### config.mk
export PLATFORM = sky130hd
export DESIGN_NAME = tag_state_ctrl
export DESIGN_NICKNAME = d
export VERILOG_FILES = /design/src/tag_monitor_pkg.sv /design/src/tag_state_ctrl.sv /design/src/button_debounce.sv
export SDC_FILE = /design/constraint.sdc
export NUM_CORES = 1
export LEC_CHECK = 0
export BUFFER_PORTS_ARGS = -buffer_cell sky130_fd_sc_hd__buf_2
export CORE_AREA = 5 5 179 181
export CTS_CLUSTER_DIAMETER = 30
export DETAILED_ROUTE_END_ITERATION = 6
export DIE_AREA = 0 0 184 186
export PLACE_DENSITY_LB_ADDON = 0.08
export SLEW_MARGIN = 25
export SYNTH_ARGS = -nofsm -noshare
export SYNTH_HDL_FRONTEND = slang
export SYNTH_SLANG_ARGS = --single-unit
### constraint.sdc
create_clock -name i_clock -period 6.11 [get_ports i_clock]
set_input_delay 0.3055 -clock i_clock [delete_from_list [all_inputs] [get_ports i_clock]]
set_output_delay 0.3055 -clock i_clock [all_outputs]
set_load 0.005 [all_outputs]
### src/tag_monitor_pkg.sv
// constants, types and message codes shared by the tag state controller
package tag_monitor_pkg;

  // clock and millisecond tick
  localparam int CLK_PERIOD_NS  = 5;
  localparam int TICK_PERIOD_NS = 1000000;
  localparam int TICK_CYCLES    = (TICK_PERIOD_NS + CLK_PERIOD_NS - 1) / CLK_PERIOD_NS;

  // times counted in millisecond ticks, and the number of blink toggles
  localparam int PAIR_TIMEOUT_MS = 30000;
  localparam int BLINK_HALF_MS   = 100;
  localparam int DEBOUNCE_MS     = 10;
  localparam logic [2:0] BLINK_TOGGLES = 3'h4;

  // monitoring thresholds
  localparam logic [7:0]  UNCHANGED_READINGS = 8'h08;
  localparam logic [7:0]  LOW_BATT_LEVEL     = 8'h40;
  localparam logic [15:0] EMPTY_WEIGHT       = 16'h0000;
  localparam logic [15:0] WEIGHT_ERROR       = 16'hFC00;
  localparam logic [15:0] WEIGHT_MAX         = 16'hFBFF;
  localparam logic [1:0]  LAST_CELL          = 2'h3;

  // tag pages that carry the stored value
  localparam logic [7:0] TAG_PAGE_FIRST = 8'h04;
  localparam logic [7:0] TAG_PAGE_SECOND = 8'h05;

  // reset values
  localparam logic [63:0] TAG_RESET      = 64'h0000000000000000;
  localparam logic [15:0] INTERVAL_RESET = 16'h003C;
  localparam logic [15:0] WEIGHT_RESET   = 16'h0000;
  localparam logic [7:0]  BATT_RESET     = 8'h00;

  // outgoing message codes
  localparam logic [2:0] MSG_HEARTBEAT = 3'h1;
  localparam logic [2:0] MSG_FULLNESS  = 3'h2;
  localparam logic [2:0] MSG_MON_HB    = 3'h3;
  localparam logic [2:0] MSG_EMPTY     = 3'h4;
  localparam logic [2:0] MSG_STATUS    = 3'h5;

  typedef enum logic [7:0] {
    ST_ASSOC = 8'h01,
    ST_SLEEP = 8'h02,
    ST_BATT  = 8'h04,
    ST_MEAS  = 8'h08,
    ST_SEND  = 8'h10,
    ST_RXWIN = 8'h20,
    ST_PAIR  = 8'h40,
    ST_BLINK = 8'h80
  } state_type;

  typedef enum logic [1:0] {
    MODE_HEART = 2'h1,
    MODE_MON   = 2'h2
  } mode_type;

endpackage

### src/tag_state_ctrl.sv
// operating-state controller: activation, heartbeat, pairing, monitoring
`timescale 1ns/1ps
module tag_state_ctrl #(
  parameter int TICK_CYCLES        = tag_monitor_pkg::TICK_CYCLES,
  parameter int PAIR_TIMEOUT_TICKS = tag_monitor_pkg::PAIR_TIMEOUT_MS
) (
  // clock and reset
  input  wire logic        i_clock,
  input  wire logic        i_nrst,
  // button pin and wake counter
  input  wire logic        i_button_n,
  input  wire logic        i_wake_expired,
  output logic [15:0]      o_interval,
  output logic             o_asleep,
  // association and activation
  output logic             o_assoc_req,
  input  wire logic        i_assoc_done,
  input  wire logic        i_activate_done,
  // radio messages
  output logic             o_msg_valid,
  input  wire logic        i_msg_ready,
  output logic [2:0]       o_msg_type,
  output logic [15:0]      o_msg_data,
  output logic             o_rx_open,
  input  wire logic        i_gw_status_req,
  input  wire logic        i_gw_prog_valid,
  input  wire logic [15:0] i_gw_prog_data,
  input  wire logic        i_gw_done,
  // tag reader
  output logic             o_rfid_start,
  output logic [7:0]       o_rfid_page,
  input  wire logic        i_tag_valid,
  input  wire logic [31:0] i_tag_page_a,
  input  wire logic [31:0] i_tag_page_b,
  output logic [63:0]      o_tag_id,
  // load cells
  output logic             o_adc_start,
  output logic [1:0]       o_adc_chan,
  input  wire logic        i_adc_valid,
  input  wire logic        i_adc_error,
  input  wire logic [15:0] i_adc_data,
  output logic [15:0]      o_weight,
  // battery sensing
  output logic             o_batt_start,
  input  wire logic        i_batt_valid,
  input  wire logic [7:0]  i_batt_level,
  output logic [7:0]       o_batt_level,
  // indicator and switched supplies
  output logic             o_led,
  output logic             o_radio_pwr,
  output logic             o_rfid_pwr,
  output logic             o_adc_pwr,
  output logic             o_batt_pwr
);

  tag_monitor_pkg::state_type state_r, state_nxt;
  tag_monitor_pkg::mode_type  mode_r, mode_nxt;
  logic [31:0] div_r, div_nxt, ms_r, ms_nxt;
  logic        tick_r, tick_nxt, press;
  logic        assoc_ok_r, assoc_ok_nxt, act_ok_r, act_ok_nxt;
  logic        pair_req_r, pair_req_nxt, mon_hb_r, mon_hb_nxt;
  logic        have_last_r, have_last_nxt, err_r, err_nxt, led_r, led_nxt;
  logic [7:0]  same_r, same_nxt, batt_r, batt_nxt;
  logic [2:0]  blink_r, blink_nxt, type_r, type_nxt;
  logic [1:0]  chan_r, chan_nxt;
  logic [17:0] sum_r, sum_nxt;
  logic [15:0] last_r, last_nxt, weight_r, weight_nxt, data_r, data_nxt;
  logic [15:0] interval_r, interval_nxt, w_new;
  logic [63:0] tag_r, tag_nxt;
  logic        batt_go_r, batt_go_nxt, adc_go_r, adc_go_nxt, rfid_go_r, rfid_go_nxt;

  // total of the four cells, clamped clear of the error code
  function automatic logic [15:0] settle_weight(input logic [17:0] sum, input logic err);
    if (err) begin
      settle_weight = tag_monitor_pkg::WEIGHT_ERROR;
    end else if (sum > {2'b00, tag_monitor_pkg::WEIGHT_MAX}) begin
      settle_weight = tag_monitor_pkg::WEIGHT_MAX;
    end else begin
      settle_weight = sum[15:0];
    end
  endfunction

  button_debounce u_debounce (
    .i_clock    (i_clock),
    .i_nrst     (i_nrst),
    .i_tick     (tick_r),
    .i_button_n (i_button_n),
    .o_press    (press)
  );

  // final weight as the last cell answers
  assign w_new = settle_weight(sum_r + {2'b00, i_adc_data}, err_r | i_adc_error);

  // millisecond enable divider
  always_comb begin
    tick_nxt = 1'b0;
    div_nxt  = div_r + 32'h00000001;
    if (div_r == 32'(TICK_CYCLES - 1)) begin
      div_nxt  = 32'h00000000;
      tick_nxt = 1'b1;
    end
  end

  // sequencing of all operating states
  always_comb begin
    state_nxt     = state_r;
    mode_nxt      = mode_r;
    ms_nxt        = ms_r;
    assoc_ok_nxt  = assoc_ok_r | i_assoc_done;
    act_ok_nxt    = act_ok_r | i_activate_done;
    pair_req_nxt  = pair_req_r;
    mon_hb_nxt    = mon_hb_r;
    have_last_nxt = have_last_r;
    err_nxt       = err_r;
    led_nxt       = led_r;
    same_nxt      = same_r;
    batt_nxt      = batt_r;
    blink_nxt     = blink_r;
    type_nxt      = type_r;
    data_nxt      = data_r;
    chan_nxt      = chan_r;
    sum_nxt       = sum_r;
    last_nxt      = last_r;
    weight_nxt    = weight_r;
    interval_nxt  = interval_r;
    tag_nxt       = tag_r;
    batt_go_nxt   = 1'b0;
    adc_go_nxt    = 1'b0;
    rfid_go_nxt   = 1'b0;
    unique case (state_r)
      tag_monitor_pkg::ST_ASSOC: begin
        if (assoc_ok_nxt && act_ok_nxt) begin
          state_nxt = tag_monitor_pkg::ST_SLEEP;
        end
      end
      tag_monitor_pkg::ST_SLEEP: begin
        if (press) begin
          state_nxt    = tag_monitor_pkg::ST_BATT;
          pair_req_nxt = 1'b1;
          batt_go_nxt  = 1'b1;
        end else if (i_wake_expired) begin
          state_nxt    = tag_monitor_pkg::ST_BATT;
          pair_req_nxt = 1'b0;
          batt_go_nxt  = 1'b1;
        end
      end
      tag_monitor_pkg::ST_BATT: begin
        if (i_batt_valid) begin
          batt_nxt = i_batt_level;
          if (pair_req_r) begin
            pair_req_nxt = 1'b0;
            if (i_batt_level < tag_monitor_pkg::LOW_BATT_LEVEL) begin
              state_nxt = tag_monitor_pkg::ST_SLEEP;
              led_nxt   = 1'b0;
            end else begin
              state_nxt   = tag_monitor_pkg::ST_PAIR;
              led_nxt     = 1'b1;
              rfid_go_nxt = 1'b1;
              ms_nxt      = 32'h00000000;
            end
          end else if (mode_r == tag_monitor_pkg::MODE_HEART) begin
            state_nxt = tag_monitor_pkg::ST_SEND;
            type_nxt  = tag_monitor_pkg::MSG_HEARTBEAT;
            data_nxt  = {8'h00, i_batt_level};
          end else begin
            state_nxt  = tag_monitor_pkg::ST_MEAS;
            chan_nxt   = 2'h0;
            sum_nxt    = 18'h00000;
            err_nxt    = 1'b0;
            adc_go_nxt = 1'b1;
          end
        end
      end
      tag_monitor_pkg::ST_MEAS: begin
        if (i_adc_valid) begin
          sum_nxt = sum_r + {2'b00, i_adc_data};
          err_nxt = err_r | i_adc_error;
          if (chan_r != tag_monitor_pkg::LAST_CELL) begin
            chan_nxt   = chan_r + 2'h1;
            adc_go_nxt = 1'b1;
          end else begin
            weight_nxt    = w_new;
            last_nxt      = w_new;
            have_last_nxt = 1'b1;
            state_nxt     = tag_monitor_pkg::ST_SEND;
            type_nxt      = tag_monitor_pkg::MSG_FULLNESS;
            data_nxt      = w_new;
            if (w_new == tag_monitor_pkg::EMPTY_WEIGHT) begin
              type_nxt   = tag_monitor_pkg::MSG_EMPTY;
              mode_nxt   = tag_monitor_pkg::MODE_HEART;
              mon_hb_nxt = 1'b0;
              same_nxt   = 8'h00;
            end else if (have_last_r && w_new == last_r) begin
              same_nxt = (same_r == 8'hFF) ? same_r : same_r + 8'h01;
              if (mon_hb_r) begin
                state_nxt = tag_monitor_pkg::ST_SLEEP;
              end else if (same_nxt >= tag_monitor_pkg::UNCHANGED_READINGS) begin
                type_nxt   = tag_monitor_pkg::MSG_MON_HB;
                mon_hb_nxt = 1'b1;
              end
            end else begin
              same_nxt   = 8'h00;
              mon_hb_nxt = 1'b0;
            end
          end
        end
      end
      tag_monitor_pkg::ST_SEND: begin
        if (i_msg_ready) begin
          state_nxt = tag_monitor_pkg::ST_RXWIN;
        end
      end
      tag_monitor_pkg::ST_RXWIN: begin
        if (i_gw_prog_valid) begin
          interval_nxt = i_gw_prog_data;
        end
        if (i_gw_status_req) begin
          state_nxt = tag_monitor_pkg::ST_SEND;
          type_nxt  = tag_monitor_pkg::MSG_STATUS;
          data_nxt  = {8'h00, batt_r};
        end else if (i_gw_done) begin
          state_nxt = tag_monitor_pkg::ST_SLEEP;
        end
      end
      tag_monitor_pkg::ST_PAIR: begin
        if (i_tag_valid) begin
          tag_nxt       = {i_tag_page_a, i_tag_page_b};
          mode_nxt      = tag_monitor_pkg::MODE_MON;
          mon_hb_nxt    = 1'b0;
          same_nxt      = 8'h00;
          have_last_nxt = 1'b0;
          led_nxt       = 1'b0;
          blink_nxt     = 3'h0;
          ms_nxt        = 32'h00000000;
          state_nxt     = tag_monitor_pkg::ST_BLINK;
        end else if (tick_r) begin
          if (ms_r == 32'(PAIR_TIMEOUT_TICKS - 1)) begin
            led_nxt   = 1'b0;
            state_nxt = tag_monitor_pkg::ST_SLEEP;
          end else begin
            ms_nxt = ms_r + 32'h00000001;
          end
        end
      end
      tag_monitor_pkg::ST_BLINK: begin
        if (tick_r) begin
          if (ms_r == 32'(tag_monitor_pkg::BLINK_HALF_MS - 1)) begin
            ms_nxt    = 32'h00000000;
            led_nxt   = ~led_r;
            blink_nxt = blink_r + 3'h1;
            if (blink_nxt == tag_monitor_pkg::BLINK_TOGGLES) begin
              state_nxt = tag_monitor_pkg::ST_SLEEP;
            end
          end else begin
            ms_nxt = ms_r + 32'h00000001;
          end
        end
      end
      default: state_nxt = tag_monitor_pkg::ST_ASSOC; // illegal code recovers to activation
    endcase
  end

  // state registers
  always_ff @(posedge i_clock) begin
    if (!i_nrst) begin
      state_r     <= tag_monitor_pkg::ST_ASSOC;
      mode_r      <= tag_monitor_pkg::MODE_HEART;
      div_r       <= 32'h00000000;
      ms_r        <= 32'h00000000;
      tick_r      <= 1'b0;
      assoc_ok_r  <= 1'b0;
      act_ok_r    <= 1'b0;
      pair_req_r  <= 1'b0;
      mon_hb_r    <= 1'b0;
      have_last_r <= 1'b0;
      err_r       <= 1'b0;
      led_r       <= 1'b0;
      same_r      <= 8'h00;
      batt_r      <= tag_monitor_pkg::BATT_RESET;
      blink_r     <= 3'h0;
      type_r      <= tag_monitor_pkg::MSG_HEARTBEAT;
      data_r      <= 16'h0000;
      chan_r      <= 2'h0;
      sum_r       <= 18'h00000;
      last_r      <= tag_monitor_pkg::WEIGHT_RESET;
      weight_r    <= tag_monitor_pkg::WEIGHT_RESET;
      interval_r  <= tag_monitor_pkg::INTERVAL_RESET;
      tag_r       <= tag_monitor_pkg::TAG_RESET;
      batt_go_r   <= 1'b0;
      adc_go_r    <= 1'b0;
      rfid_go_r   <= 1'b0;
    end else begin
      state_r     <= state_nxt;
      mode_r      <= mode_nxt;
      div_r       <= div_nxt;
      ms_r        <= ms_nxt;
      tick_r      <= tick_nxt;
      assoc_ok_r  <= assoc_ok_nxt;
      act_ok_r    <= act_ok_nxt;
      pair_req_r  <= pair_req_nxt;
      mon_hb_r    <= mon_hb_nxt;
      have_last_r <= have_last_nxt;
      err_r       <= err_nxt;
      led_r       <= led_nxt;
      same_r      <= same_nxt;
      batt_r      <= batt_nxt;
      blink_r     <= blink_nxt;
      type_r      <= type_nxt;
      data_r      <= data_nxt;
      chan_r      <= chan_nxt;
      sum_r       <= sum_nxt;
      last_r      <= last_nxt;
      weight_r    <= weight_nxt;
      interval_r  <= interval_nxt;
      tag_r       <= tag_nxt;
      batt_go_r   <= batt_go_nxt;
      adc_go_r    <= adc_go_nxt;
      rfid_go_r   <= rfid_go_nxt;
    end
  end

  // supplies follow the state that needs them
  assign o_radio_pwr = (state_r == tag_monitor_pkg::ST_ASSOC) | o_msg_valid | o_rx_open;
  assign o_rfid_pwr  = (state_r == tag_monitor_pkg::ST_PAIR);
  assign o_adc_pwr   = (state_r == tag_monitor_pkg::ST_MEAS);
  assign o_batt_pwr  = (state_r == tag_monitor_pkg::ST_BATT);

  // handshakes and registered data
  assign o_assoc_req  = (state_r == tag_monitor_pkg::ST_ASSOC);
  assign o_asleep     = (state_r == tag_monitor_pkg::ST_SLEEP);
  assign o_msg_valid  = (state_r == tag_monitor_pkg::ST_SEND);
  assign o_rx_open    = (state_r == tag_monitor_pkg::ST_RXWIN);
  assign o_msg_type   = type_r;
  assign o_msg_data   = data_r;
  assign o_rfid_start = rfid_go_r;
  assign o_rfid_page  = tag_monitor_pkg::TAG_PAGE_FIRST;
  assign o_tag_id     = tag_r;
  assign o_adc_start  = adc_go_r;
  assign o_adc_chan   = chan_r;
  assign o_weight     = weight_r;
  assign o_batt_start = batt_go_r;
  assign o_batt_level = batt_r;
  assign o_led        = led_r;
  assign o_interval   = interval_r;

  // checks
  chk_assoc_only: assert property (@(posedge i_clock) disable iff (!i_nrst)
    (state_r == tag_monitor_pkg::ST_ASSOC) |-> (!o_rfid_pwr && !o_adc_pwr && !o_msg_valid))
    else $error("peripheral active before activation");
  chk_sleep_hold: assert property (@(posedge i_clock) disable iff (!i_nrst)
    (o_asleep && !press && !i_wake_expired) |=> o_asleep)
    else $error("woke without cause");
  chk_hb_message: assert property (@(posedge i_clock) disable iff (!i_nrst)
    (o_batt_pwr && i_batt_valid && !pair_req_r && mode_r == tag_monitor_pkg::MODE_HEART)
    |=> (o_msg_valid && o_msg_type == tag_monitor_pkg::MSG_HEARTBEAT))
    else $error("no heartbeat status after wake");
  chk_pair_entry: assert property (@(posedge i_clock) disable iff (!i_nrst)
    (o_batt_pwr && i_batt_valid && pair_req_r && i_batt_level >= tag_monitor_pkg::LOW_BATT_LEVEL)
    |=> (o_rfid_pwr && o_led && o_rfid_start))
    else $error("pairing not entered");
  chk_low_dark: assert property (@(posedge i_clock) disable iff (!i_nrst)
    (o_batt_pwr && i_batt_valid && pair_req_r && i_batt_level < tag_monitor_pkg::LOW_BATT_LEVEL)
    |=> (o_asleep && !o_led) [*2])
    else $error("indicator lit on low battery");
  chk_tag_store: assert property (@(posedge i_clock) disable iff (!i_nrst)
    (o_rfid_pwr && i_tag_valid) |=> (o_tag_id == {$past(i_tag_page_a), $past(i_tag_page_b)}
    && mode_r == tag_monitor_pkg::MODE_MON && !o_led))
    else $error("tag not captured");
  chk_fail_keep: assert property (@(posedge i_clock) disable iff (!i_nrst)
    (o_rfid_pwr && !i_tag_valid) |=> ($stable(o_tag_id) && $stable(mode_r)))
    else $error("pairing data changed without a tag");
  chk_error_code: assert property (@(posedge i_clock) disable iff (!i_nrst)
    (o_adc_pwr && i_adc_valid && (i_adc_error || err_r)
    && o_adc_chan == tag_monitor_pkg::LAST_CELL)
    |=> (o_weight == tag_monitor_pkg::WEIGHT_ERROR))
    else $error("error code not reported");
  chk_suppress: assert property (@(posedge i_clock) disable iff (!i_nrst)
    (o_adc_pwr && i_adc_valid && o_adc_chan == tag_monitor_pkg::LAST_CELL && mon_hb_r
    && have_last_r && w_new == last_r && w_new != tag_monitor_pkg::EMPTY_WEIGHT) |=> o_asleep)
    else $error("report not suppressed");
  chk_empty_stop: assert property (@(posedge i_clock) disable iff (!i_nrst)
    (o_adc_pwr && i_adc_valid && o_adc_chan == tag_monitor_pkg::LAST_CELL
    && w_new == tag_monitor_pkg::EMPTY_WEIGHT)
    |=> (mode_r == tag_monitor_pkg::MODE_HEART && o_msg_type == tag_monitor_pkg::MSG_EMPTY))
    else $error("empty not announced");

  cov_heartbeat: cover property (@(posedge i_clock) disable iff (!i_nrst)
    o_msg_valid && i_msg_ready && o_msg_type == tag_monitor_pkg::MSG_HEARTBEAT);
  cov_pair_ok: cover property (@(posedge i_clock) disable iff (!i_nrst)
    o_rfid_pwr && i_tag_valid);
  cov_mon_hb: cover property (@(posedge i_clock) disable iff (!i_nrst)
    o_msg_valid && o_msg_type == tag_monitor_pkg::MSG_MON_HB);
  cov_status: cover property (@(posedge i_clock) disable iff (!i_nrst)
    o_msg_valid && i_msg_ready && o_msg_type == tag_monitor_pkg::MSG_STATUS);

endmodule

### src/button_debounce.sv
// button synchroniser and debouncer producing a one-cycle press pulse
`timescale 1ns/1ps
module button_debounce (
  // clock and reset
  input  wire logic i_clock,
  input  wire logic i_nrst,
  // millisecond enable
  input  wire logic i_tick,
  // raw pin, low while pressed
  input  wire logic i_button_n,
  // debounced press
  output logic      o_press
);

  logic       sync1_r, sync2_r, stable_r, stable_nxt, press_r, press_nxt;
  logic [7:0] cnt_r, cnt_nxt;

  // two-stage synchroniser, first stage feeds only the second
  always_ff @(posedge i_clock) begin
    if (!i_nrst) begin
      sync1_r <= 1'b0;
      sync2_r <= 1'b0;
    end else begin
      sync1_r <= ~i_button_n;
      sync2_r <= sync1_r;
    end
  end

  // level must hold for the debounce time before it is accepted
  always_comb begin
    stable_nxt = stable_r;
    cnt_nxt    = cnt_r;
    press_nxt  = 1'b0;
    if (sync2_r == stable_r) begin
      cnt_nxt = 8'h00;
    end else if (i_tick) begin
      if (cnt_r == 8'(tag_monitor_pkg::DEBOUNCE_MS - 1)) begin
        stable_nxt = sync2_r;
        press_nxt  = sync2_r;
        cnt_nxt    = 8'h00;
      end else begin
        cnt_nxt = cnt_r + 8'h01;
      end
    end
  end

  always_ff @(posedge i_clock) begin
    if (!i_nrst) begin
      stable_r <= 1'b0;
      cnt_r    <= 8'h00;
      press_r  <= 1'b0;
    end else begin
      stable_r <= stable_nxt;
      cnt_r    <= cnt_nxt;
      press_r  <= press_nxt;
    end
  end

  assign o_press = press_r;

endmodule

# After elaboration in Yosys (flattened, before gate mapping)
# Cells that the tools add are included.
# classes
magnitude_cmp,3
n_eq_ne,40
addsub,7
shifts,0
div,0
bitwise_logic,12
n_mul,0
muxes,117
n_reduce_logical,29
# op_table
op,n
32-bit two-way mux,8
8-bit two-way mux,23
16-bit two-way mux,8
32-bit one-hot mux with 3 select lines,1
18-bit two-way mux,4
"32-bit by 1-bit adder with 32-bit output, second input constant",2
8-bit one-hot mux with 8 select lines,1
16-bit one-hot mux with 3 select lines,1
18-bit one-hot mux with 2 select lines,1
1-bit two-way mux,35
"32-bit by 15-bit equality test with 1-bit output, second input constant",1
"32-bit by 18-bit equality test with 1-bit output, second input constant",1
"32-bit by 7-bit equality test with 1-bit output, second input constant",1
3-bit two-way mux,10
"2-bit inequality test, second input constant",11
7-bit AND reduction,3
5-bit two-way mux,4
18-bit by 16-bit adder with 18-bit output,1
"18-bit by 16-bit greater-than comparator with 1-bit output, second input constant",1
2-bit two-way mux,9
"8-bit by 1-bit adder with 8-bit output, second input constant",2
16-bit equality test,1
"8-bit by 4-bit equality test with 1-bit output, second input constant",2
"8-bit equality test, second input constant",2
other kinds (38),75
# word_totals
ram_bits,0
regBits,251
out_inout_bits,145
n_memories,0
romBits,0
latch_bits,0
inputBits,118

# Longest topological paths before layout
# logic_depth
depth_word,11
mapped_depth,16

# By module
# From an unflattened synthesis, not the netlist that was laid out.
# hier_totals
hier_cells,1533
area_unflattened_um2,12057.8
# modules_own_cells
mod,cells_per_inst,seq_area_each_um2,area_each_um2,instances
tag_state_ctrl,1477,4784.6,11544.8,1
button_debounce,56,240.2,513.0,1

# Least setup slack after synthesis
# OpenSTA, ideal clock, no wires.
# synth_path
path_kind,input to register
start,input port i_adc_data[0]
end,register same_r[1]
setup_ns,0.074
cell_stages,14
path_buffers,1
path_slack_ns,2.521
t_required_ns,6.036
arrival_ns,3.515
path_cell_list,ha_1 -> fa_1 -> a211oi_2 -> o21ai_2 -> o21ai_2 -> a21boi_1 -> or4_4 -> o221ai_2 -> o2bb2ai_1 -> nand4_2 -> nor4_4 -> buf_6 -> nand3_1 -> a31oi_1
# synth_via
elab_chain_cells,11
# synth_lines
element,line_no,rtl
from (decl),tag_state_ctrl.sv:41,"input wire logic [15:0] i_adc_data,"
18-bit by 16-bit adder with 18-bit output *,tag_state_ctrl.sv:92,"assign w_new = settle_weight(sum_r + {2'b00, i_adc_data}, err_r | i_adc_error);"
18-bit by 16-bit greater-than comparator with 1-bit output,tag_state_ctrl.sv:76,"end else if (sum > {2'b00, tag_monitor_pkg::WEIGHT_MAX}) begin"
16-bit two-way mux *,tag_state_ctrl.sv:76,
16-bit two-way mux *,tag_state_ctrl.sv:74,if (err) begin
16-bit equality test,tag_state_ctrl.sv:193,end else if (have_last_r && w_new == last_r) begin
1-bit logical AND,tag_state_ctrl.sv:193,
8-bit two-way mux,tag_state_ctrl.sv:193,
8-bit two-way mux *,tag_state_ctrl.sv:188,if (w_new == tag_monitor_pkg::EMPTY_WEIGHT) begin
8-bit two-way mux *,tag_state_ctrl.sv:178,if (chan_r != tag_monitor_pkg::LAST_CELL) begin
8-bit two-way mux *,tag_state_ctrl.sv:175,if (i_adc_valid) begin
8-bit one-hot mux with 2 select lines *,tag_state_ctrl.sv:130,unique case (state_r)
to (signal assigned),tag_state_ctrl.sv:305,same_r <= same_nxt;
to (decl),tag_state_ctrl.sv:63,"logic [7:0] same_r, same_nxt, batt_r, batt_nxt;"
# Mark *: on every way between the ends. The rest lies on a longest branch, timed or not. The select of a mux whose other input is x is not followed.
# A chain may end at the register's enable or synchronous reset.

# Final worst setup path
# layout_path
start,register sum_r[0]
end,register same_r[6]
# layout_via
elab_chain_cells,11
# layout_lines
element,line_no,rtl
from (decl),tag_state_ctrl.sv:66,"logic [17:0] sum_r, sum_nxt;"
from (signal assigned),tag_state_ctrl.sv:311,sum_r <= sum_nxt;
18-bit by 16-bit adder with 18-bit output *,tag_state_ctrl.sv:92,
18-bit by 16-bit greater-than comparator with 1-bit output,tag_state_ctrl.sv:76,
16-bit two-way mux *,tag_state_ctrl.sv:76,
16-bit two-way mux *,tag_state_ctrl.sv:74,
16-bit equality test,tag_state_ctrl.sv:193,
1-bit logical AND,tag_state_ctrl.sv:193,
8-bit two-way mux,tag_state_ctrl.sv:193,
8-bit two-way mux *,tag_state_ctrl.sv:188,
8-bit two-way mux *,tag_state_ctrl.sv:178,
8-bit two-way mux *,tag_state_ctrl.sv:175,
8-bit one-hot mux with 2 select lines *,tag_state_ctrl.sv:130,
# Marked as above.

==> flow_results.xml <==
<?xml version="1.0" encoding="UTF-8"?>
<metrics>
  <group name="sta">
    <metric name="fmax" unit="MHz">229</metric>
    <metric name="post-route-min-period" unit="ns">4.37</metric>
    <metric name="slew_violations" unit="">0</metric>
    <metric name="layout_worst_path_cycle_share" unit="%">71.5</metric>
    <metric name="setup_repair_after_global_routing_missed_its_margin" unit="">false</metric>
    <metric name="slew_headroom" unit="%">40.8</metric>
    <metric name="fin_tns_setup" unit="ns">0</metric>
    <metric name="finalHoldWorstSlack" unit="ns">0.0315</metric>
    <metric name="worst_clock_skew" unit="ns">0.0202</metric>
    <metric name="final_setup_violation_count" unit="">0</metric>
    <metric name="timing_hold_violations_final" unit="">0</metric>
    <metric name="max_slew.worst_pin.slew" unit="ns">0.886</metric>
  </group>
  <group name="placement">
    <metric name="port_buffers" unit="">254</metric>
    <metric name="routabilityCongestion" unit="">0.908</metric>
    <metric name="dp.final_hpwl" unit="mm">27.1</metric>
  </group>
  <group name="worst_setup_path">
    <metric name="crit_path_most_repeated_cell" unit="">o21ai_2</metric>
    <metric name="reg2reg_to" unit="">same_r[6]</metric>
    <metric name="cp.arrival" unit="ns">4.85</metric>
    <metric name="r2r.worst_path.cells" unit="">13</metric>
    <metric name="setup.worst_path.end" unit="">same_r[6]</metric>
    <metric name="critical-path-max-stage-delay" unit="ns">0.75</metric>
    <metric name="timing.rr.start" unit="">sum_r[0]</metric>
    <metric name="cp.buffers_inverters" unit="">0</metric>
    <metric name="crit_path_cell_trace" unit="">ha_1, fa_1, a211oi_2, o21ai_2, o21ai_2, a21oi_2, xnor2_1, and2_1, a31oi_1, nand4b_1, nor4_4, o21ai_1, a211oi_1</metric>
    <metric name="timing.critical_path.required" unit="ns">6.59</metric>
    <metric name="path_class" unit="">register to register</metric>
    <metric name="critPathCaptureType" unit="">register</metric>
    <metric name="startpoint" unit="">sum_r[0]</metric>
    <metric name="setup.reg_to_reg.worst_slack" unit="ns">1.74</metric>
    <metric name="critical-path-slowest-cell" unit="">nor4_4</metric>
    <metric name="crit_path_start_kind" unit="">register</metric>
    <metric name="critical_path.max_fanout" unit="">17</metric>
    <metric name="critical_path_cell_count" unit="">13</metric>
    <metric name="critical-path-top-delay-family" unit="">compound AO/OA/AOI/OAI gates</metric>
  </group>
  <group name="routing">
    <metric name="drc_errors" unit="">0</metric>
    <metric name="ant_nets" unit="">0</metric>
    <metric name="wl_per_cell" unit="um">16.8</metric>
    <metric name="detail_route.wirelength" unit="mm">38.7</metric>
    <metric name="detailroute.via_count" unit="">12000</metric>
    <metric name="met2_wirelength" unit="mm">18.3</metric>
    <metric name="routed_via_count_divided_by_cell_count" unit="">5.23</metric>
    <metric name="route.layer.met1.wl" unit="mm">17.0</metric>
    <metric name="wl_met3" unit="mm">2.39</metric>
    <metric name="drt_pass1_iterations" unit="">5</metric>
    <metric name="initialDrtViolationCount" unit="">654</metric>
    <metric name="top_layer_used" unit="">met4</metric>
  </group>
  <group name="synth">
    <metric name="ys_ff_latch" unit="">251</metric>
    <metric name="ys_top_cells_by_area" unit="">dfxtp_1 42%, nand2_1 9.4%, a21oi_1 7.4%</metric>
    <metric name="postSynthAreaPerCell" unit="um^2">7.87</metric>
    <metric name="yosysTopAreaCellShare" unit="%">42.2</metric>
    <metric name="netlist.top_cell.by_area" unit="">dfxtp_1</metric>
    <metric name="synth.most_common_cell" unit="">nand2_1</metric>
    <metric name="count_of_yosys_warnings_during_synthesis" unit="">0</metric>
    <metric name="area_of_the_mapped_netlist" unit="um^2">11900</metric>
    <metric name="netlist_top_cells_count" unit="">298 x nand2_1, 251 x dfxtp_1, 176 x a21oi_1</metric>
    <metric name="asyncSetResetFlopFracSynth" unit="%">0</metric>
    <metric name="synth_edf_count" unit="">0</metric>
    <metric name="seq_area_frac_synth" unit="%">42.2</metric>
    <metric name="syn-instance-count" unit="">1512</metric>
    <metric name="netlist-cell-type-count" unit="">78</metric>
    <metric name="synth_flop_type" unit="">dfxtp_1</metric>
  </group>
  <group name="clock_tree">
    <metric name="cts_tree" unit="">done</metric>
    <metric name="cts.clk_slew.worst_paths" unit="ns">0.05</metric>
    <metric name="ctsHtreeMaxLevel" unit="">2</metric>
    <metric name="root_buffer" unit="">clkbuf_16</metric>
    <metric name="clk_latency" unit="ns">0.58</metric>
    <metric name="cts_max_path_buffers" unit="">3</metric>
    <metric name="clock_sink_count" unit="">251</metric>
    <metric name="cts_inserted_buffers" unit="">59</metric>
  </group>
  <group name="finish">
    <metric name="final.fill_count" unit="">2906</metric>
    <metric name="design.final.nets" unit="">1995</metric>
    <metric name="layout-drive-gt1-share" unit="%">20.9</metric>
    <metric name="antennaDiodeCount" unit="">0</metric>
    <metric name="fin_util" unit="%">54.2</metric>
    <metric name="area_growth_syn_to_layout" unit="%">38.0</metric>
  </group>
  <group name="grt">
    <metric name="first_global_vias" unit="">11600</metric>
    <metric name="grt_start_max_net_pins" unit="">98</metric>
    <metric name="antenna_found_initial" unit="">0</metric>
    <metric name="global_route.usage.total" unit="%">21.3</metric>
    <metric name="globalRoute.totalOverflow" unit="">0</metric>
    <metric name="grt_first_pass_wirelength" unit="mm">60.2</metric>
  </group>
  <group name="worst_hold_path">
    <metric name="hold_path.class" unit="">input pin to register</metric>
    <metric name="min_from" unit="">i_tag_page_a[11]</metric>
  </group>
  <group name="flow_run">
    <metric name="max-cap-violations" unit="">0</metric>
  </group>
  <group name="pwr">
    <metric name="power_density_over_the_cells" unit="nW/um^2">314</metric>
    <metric name="vdd.ir_drop.worst" unit="uV">240</metric>
    <metric name="static-leakage-power" unit="nW">6.72</metric>
  </group>
  <group name="floorplanning">
    <metric name="core.rowCount" unit="">64</metric>
    <metric name="total_i_o_pin_count" unit="">263</metric>
    <metric name="placeableCoreArea" unit="um^2">30300</metric>
    <metric name="initial_utilization" unit="%">39.3</metric>
    <metric name="floorplan_die_width" unit="um">184</metric>
    <metric name="die_h" unit="um">186</metric>
    <metric name="area_enclosed_by_the_die_boundary" unit="um^2">34200</metric>
  </group>
  <group name="outcome">
    <metric name="outcome" unit="">finished clean</metric>
  </group>
</metrics>
[cell families after synthesis]
| logic type | count (synthesis) | share of synthesized area (%) |
|---|---|---|
| AO/OA/AOI/OAI | 341 | 17.4 |
| XOR/XNOR | 79 | 5.88 |
| adder cells (fa/ha/maj) | 25 | 2.69 |
| buffers and inverters | 105 | 3.76 |
| flip-flops | 251 | 42.2 |
| multiplexers | 4 | 0.336 |
| other | 2 | 0.0631 |
| AND/OR/NAND/NOR | 705 | 27.6 |
[per-stage QoR]
| stage | setup WS, ns | cells | power [W] | area [um^2] |
|---|---|---|---|---|
| floorplan | 2.52 | 1518 | 0.00184 | 11900 |
| global placement | 1.82 | 2097 | 0.00195 | 13400 |
| detailed placement | 1.71 | 2097 | 0.00195 | 13400 |
| CTS | 1.81 | 2296 | 0.00521 | 16400 |
| global route | 1.44 | 2297 | 0.00533 | 16400 |
| finish | 1.74 | 2297 | 0.00515 | 16400 |
[sequential cells by signal, summed over array words and instances (netlist names), 2 cells and up]
| name | cells |
|---|---|
| o_tag_id | 64 |
| div_r | 32 |
| ms_r | 32 |
| sum_r | 18 |
| o_interval | 16 |
| o_msg_data | 16 |
| o_weight | 16 |
| o_batt_level | 8 |
| same_r | 8 |
| state_r | 8 |
| u_debounce.cnt_r | 8 |
| blink_r | 3 |
| o_msg_type | 3 |
| mode_r | 2 |
| o_adc_chan | 2 |
[how the worst min path moves through the flow]
stage                         endpoint  slack, ns  cells after the start
floorplan           u_debounce.sync1_r       0.37                      1
global placement    u_debounce.sync2_r       0.43                      1
detailed placement  u_debounce.sync2_r       0.42                      1
CTS                       o_tag_id[43]      0.001                      3
global route              o_tag_id[43]       0.02                      3
finish                    o_tag_id[43]       0.03                      3
[layout by cell type (no fill, tap or decap), types with 23 or more instances in the layout]
| cell | n |
|---|---|
| nand2_1 | 296 |
| buf_2 | 254 |
| dfxtp_1 | 251 |
| a21oi_1 | 176 |
| nor2_1 | 155 |
| dlygate4sd3_1 | 89 |
| nand3_1 | 60 |
| clkbuf_16 | 60 |
| o21ai_0 | 50 |
| xor2_1 | 47 |
| xnor2_1 | 31 |
| nor3_1 | 29 |
| and3_1 | 27 |
| ha_1 | 24 |
| inv_1 | 23 |
| nand4_1 | 23 |
[what timing repair did]
action | CTS | global route
resized for setup | 0 | 0
hold endpoints to repair | 89 | 0
setup buffers | 0 | 0
hold buffers | 89 | 0
[worst min-delay path, cell delays in order]
cell	delay [ns]
buf_2	0.10
nand2_1	0.09
a21oi_1	0.07
[power breakdown]
| part | switching, W | leakage (nW) | internal (W) |
|---|---|---|---|
| Sequential | 0.0000125 | 2.02 | 0.00165 |
| Combinational | 0.000171 | 3.71 | 0.000131 |
| Clock | 0.000999 | 0.994 | 0.00218 |
| Total | 0.00118 | 6.72 | 0.00397 |
[metal layers]
| metal | track usage (%) | up-vias |
|---|---|---|
| met5 | 0 | - |
| met4 | 7.36 | 0 |
| met3 | 4.73 | 80 |
| met2 | 34.8 | 354 |
| met1 | 27.9 | 5619 |
| li1 | - | 5969 |
[cell type report]
type                    instances  area, um^2  area share, %
well taps                     396         495           3.02
clock buffers                  80        1690           10.3
repair buffers                354        2240           13.7
multi-input cells            1162        6480           39.5
clock inverters                30         387           2.36
flip-flops and latches        251        5020           30.6
inverters                      24        95.1          0.579
Power figures use the tool's default switching activity.
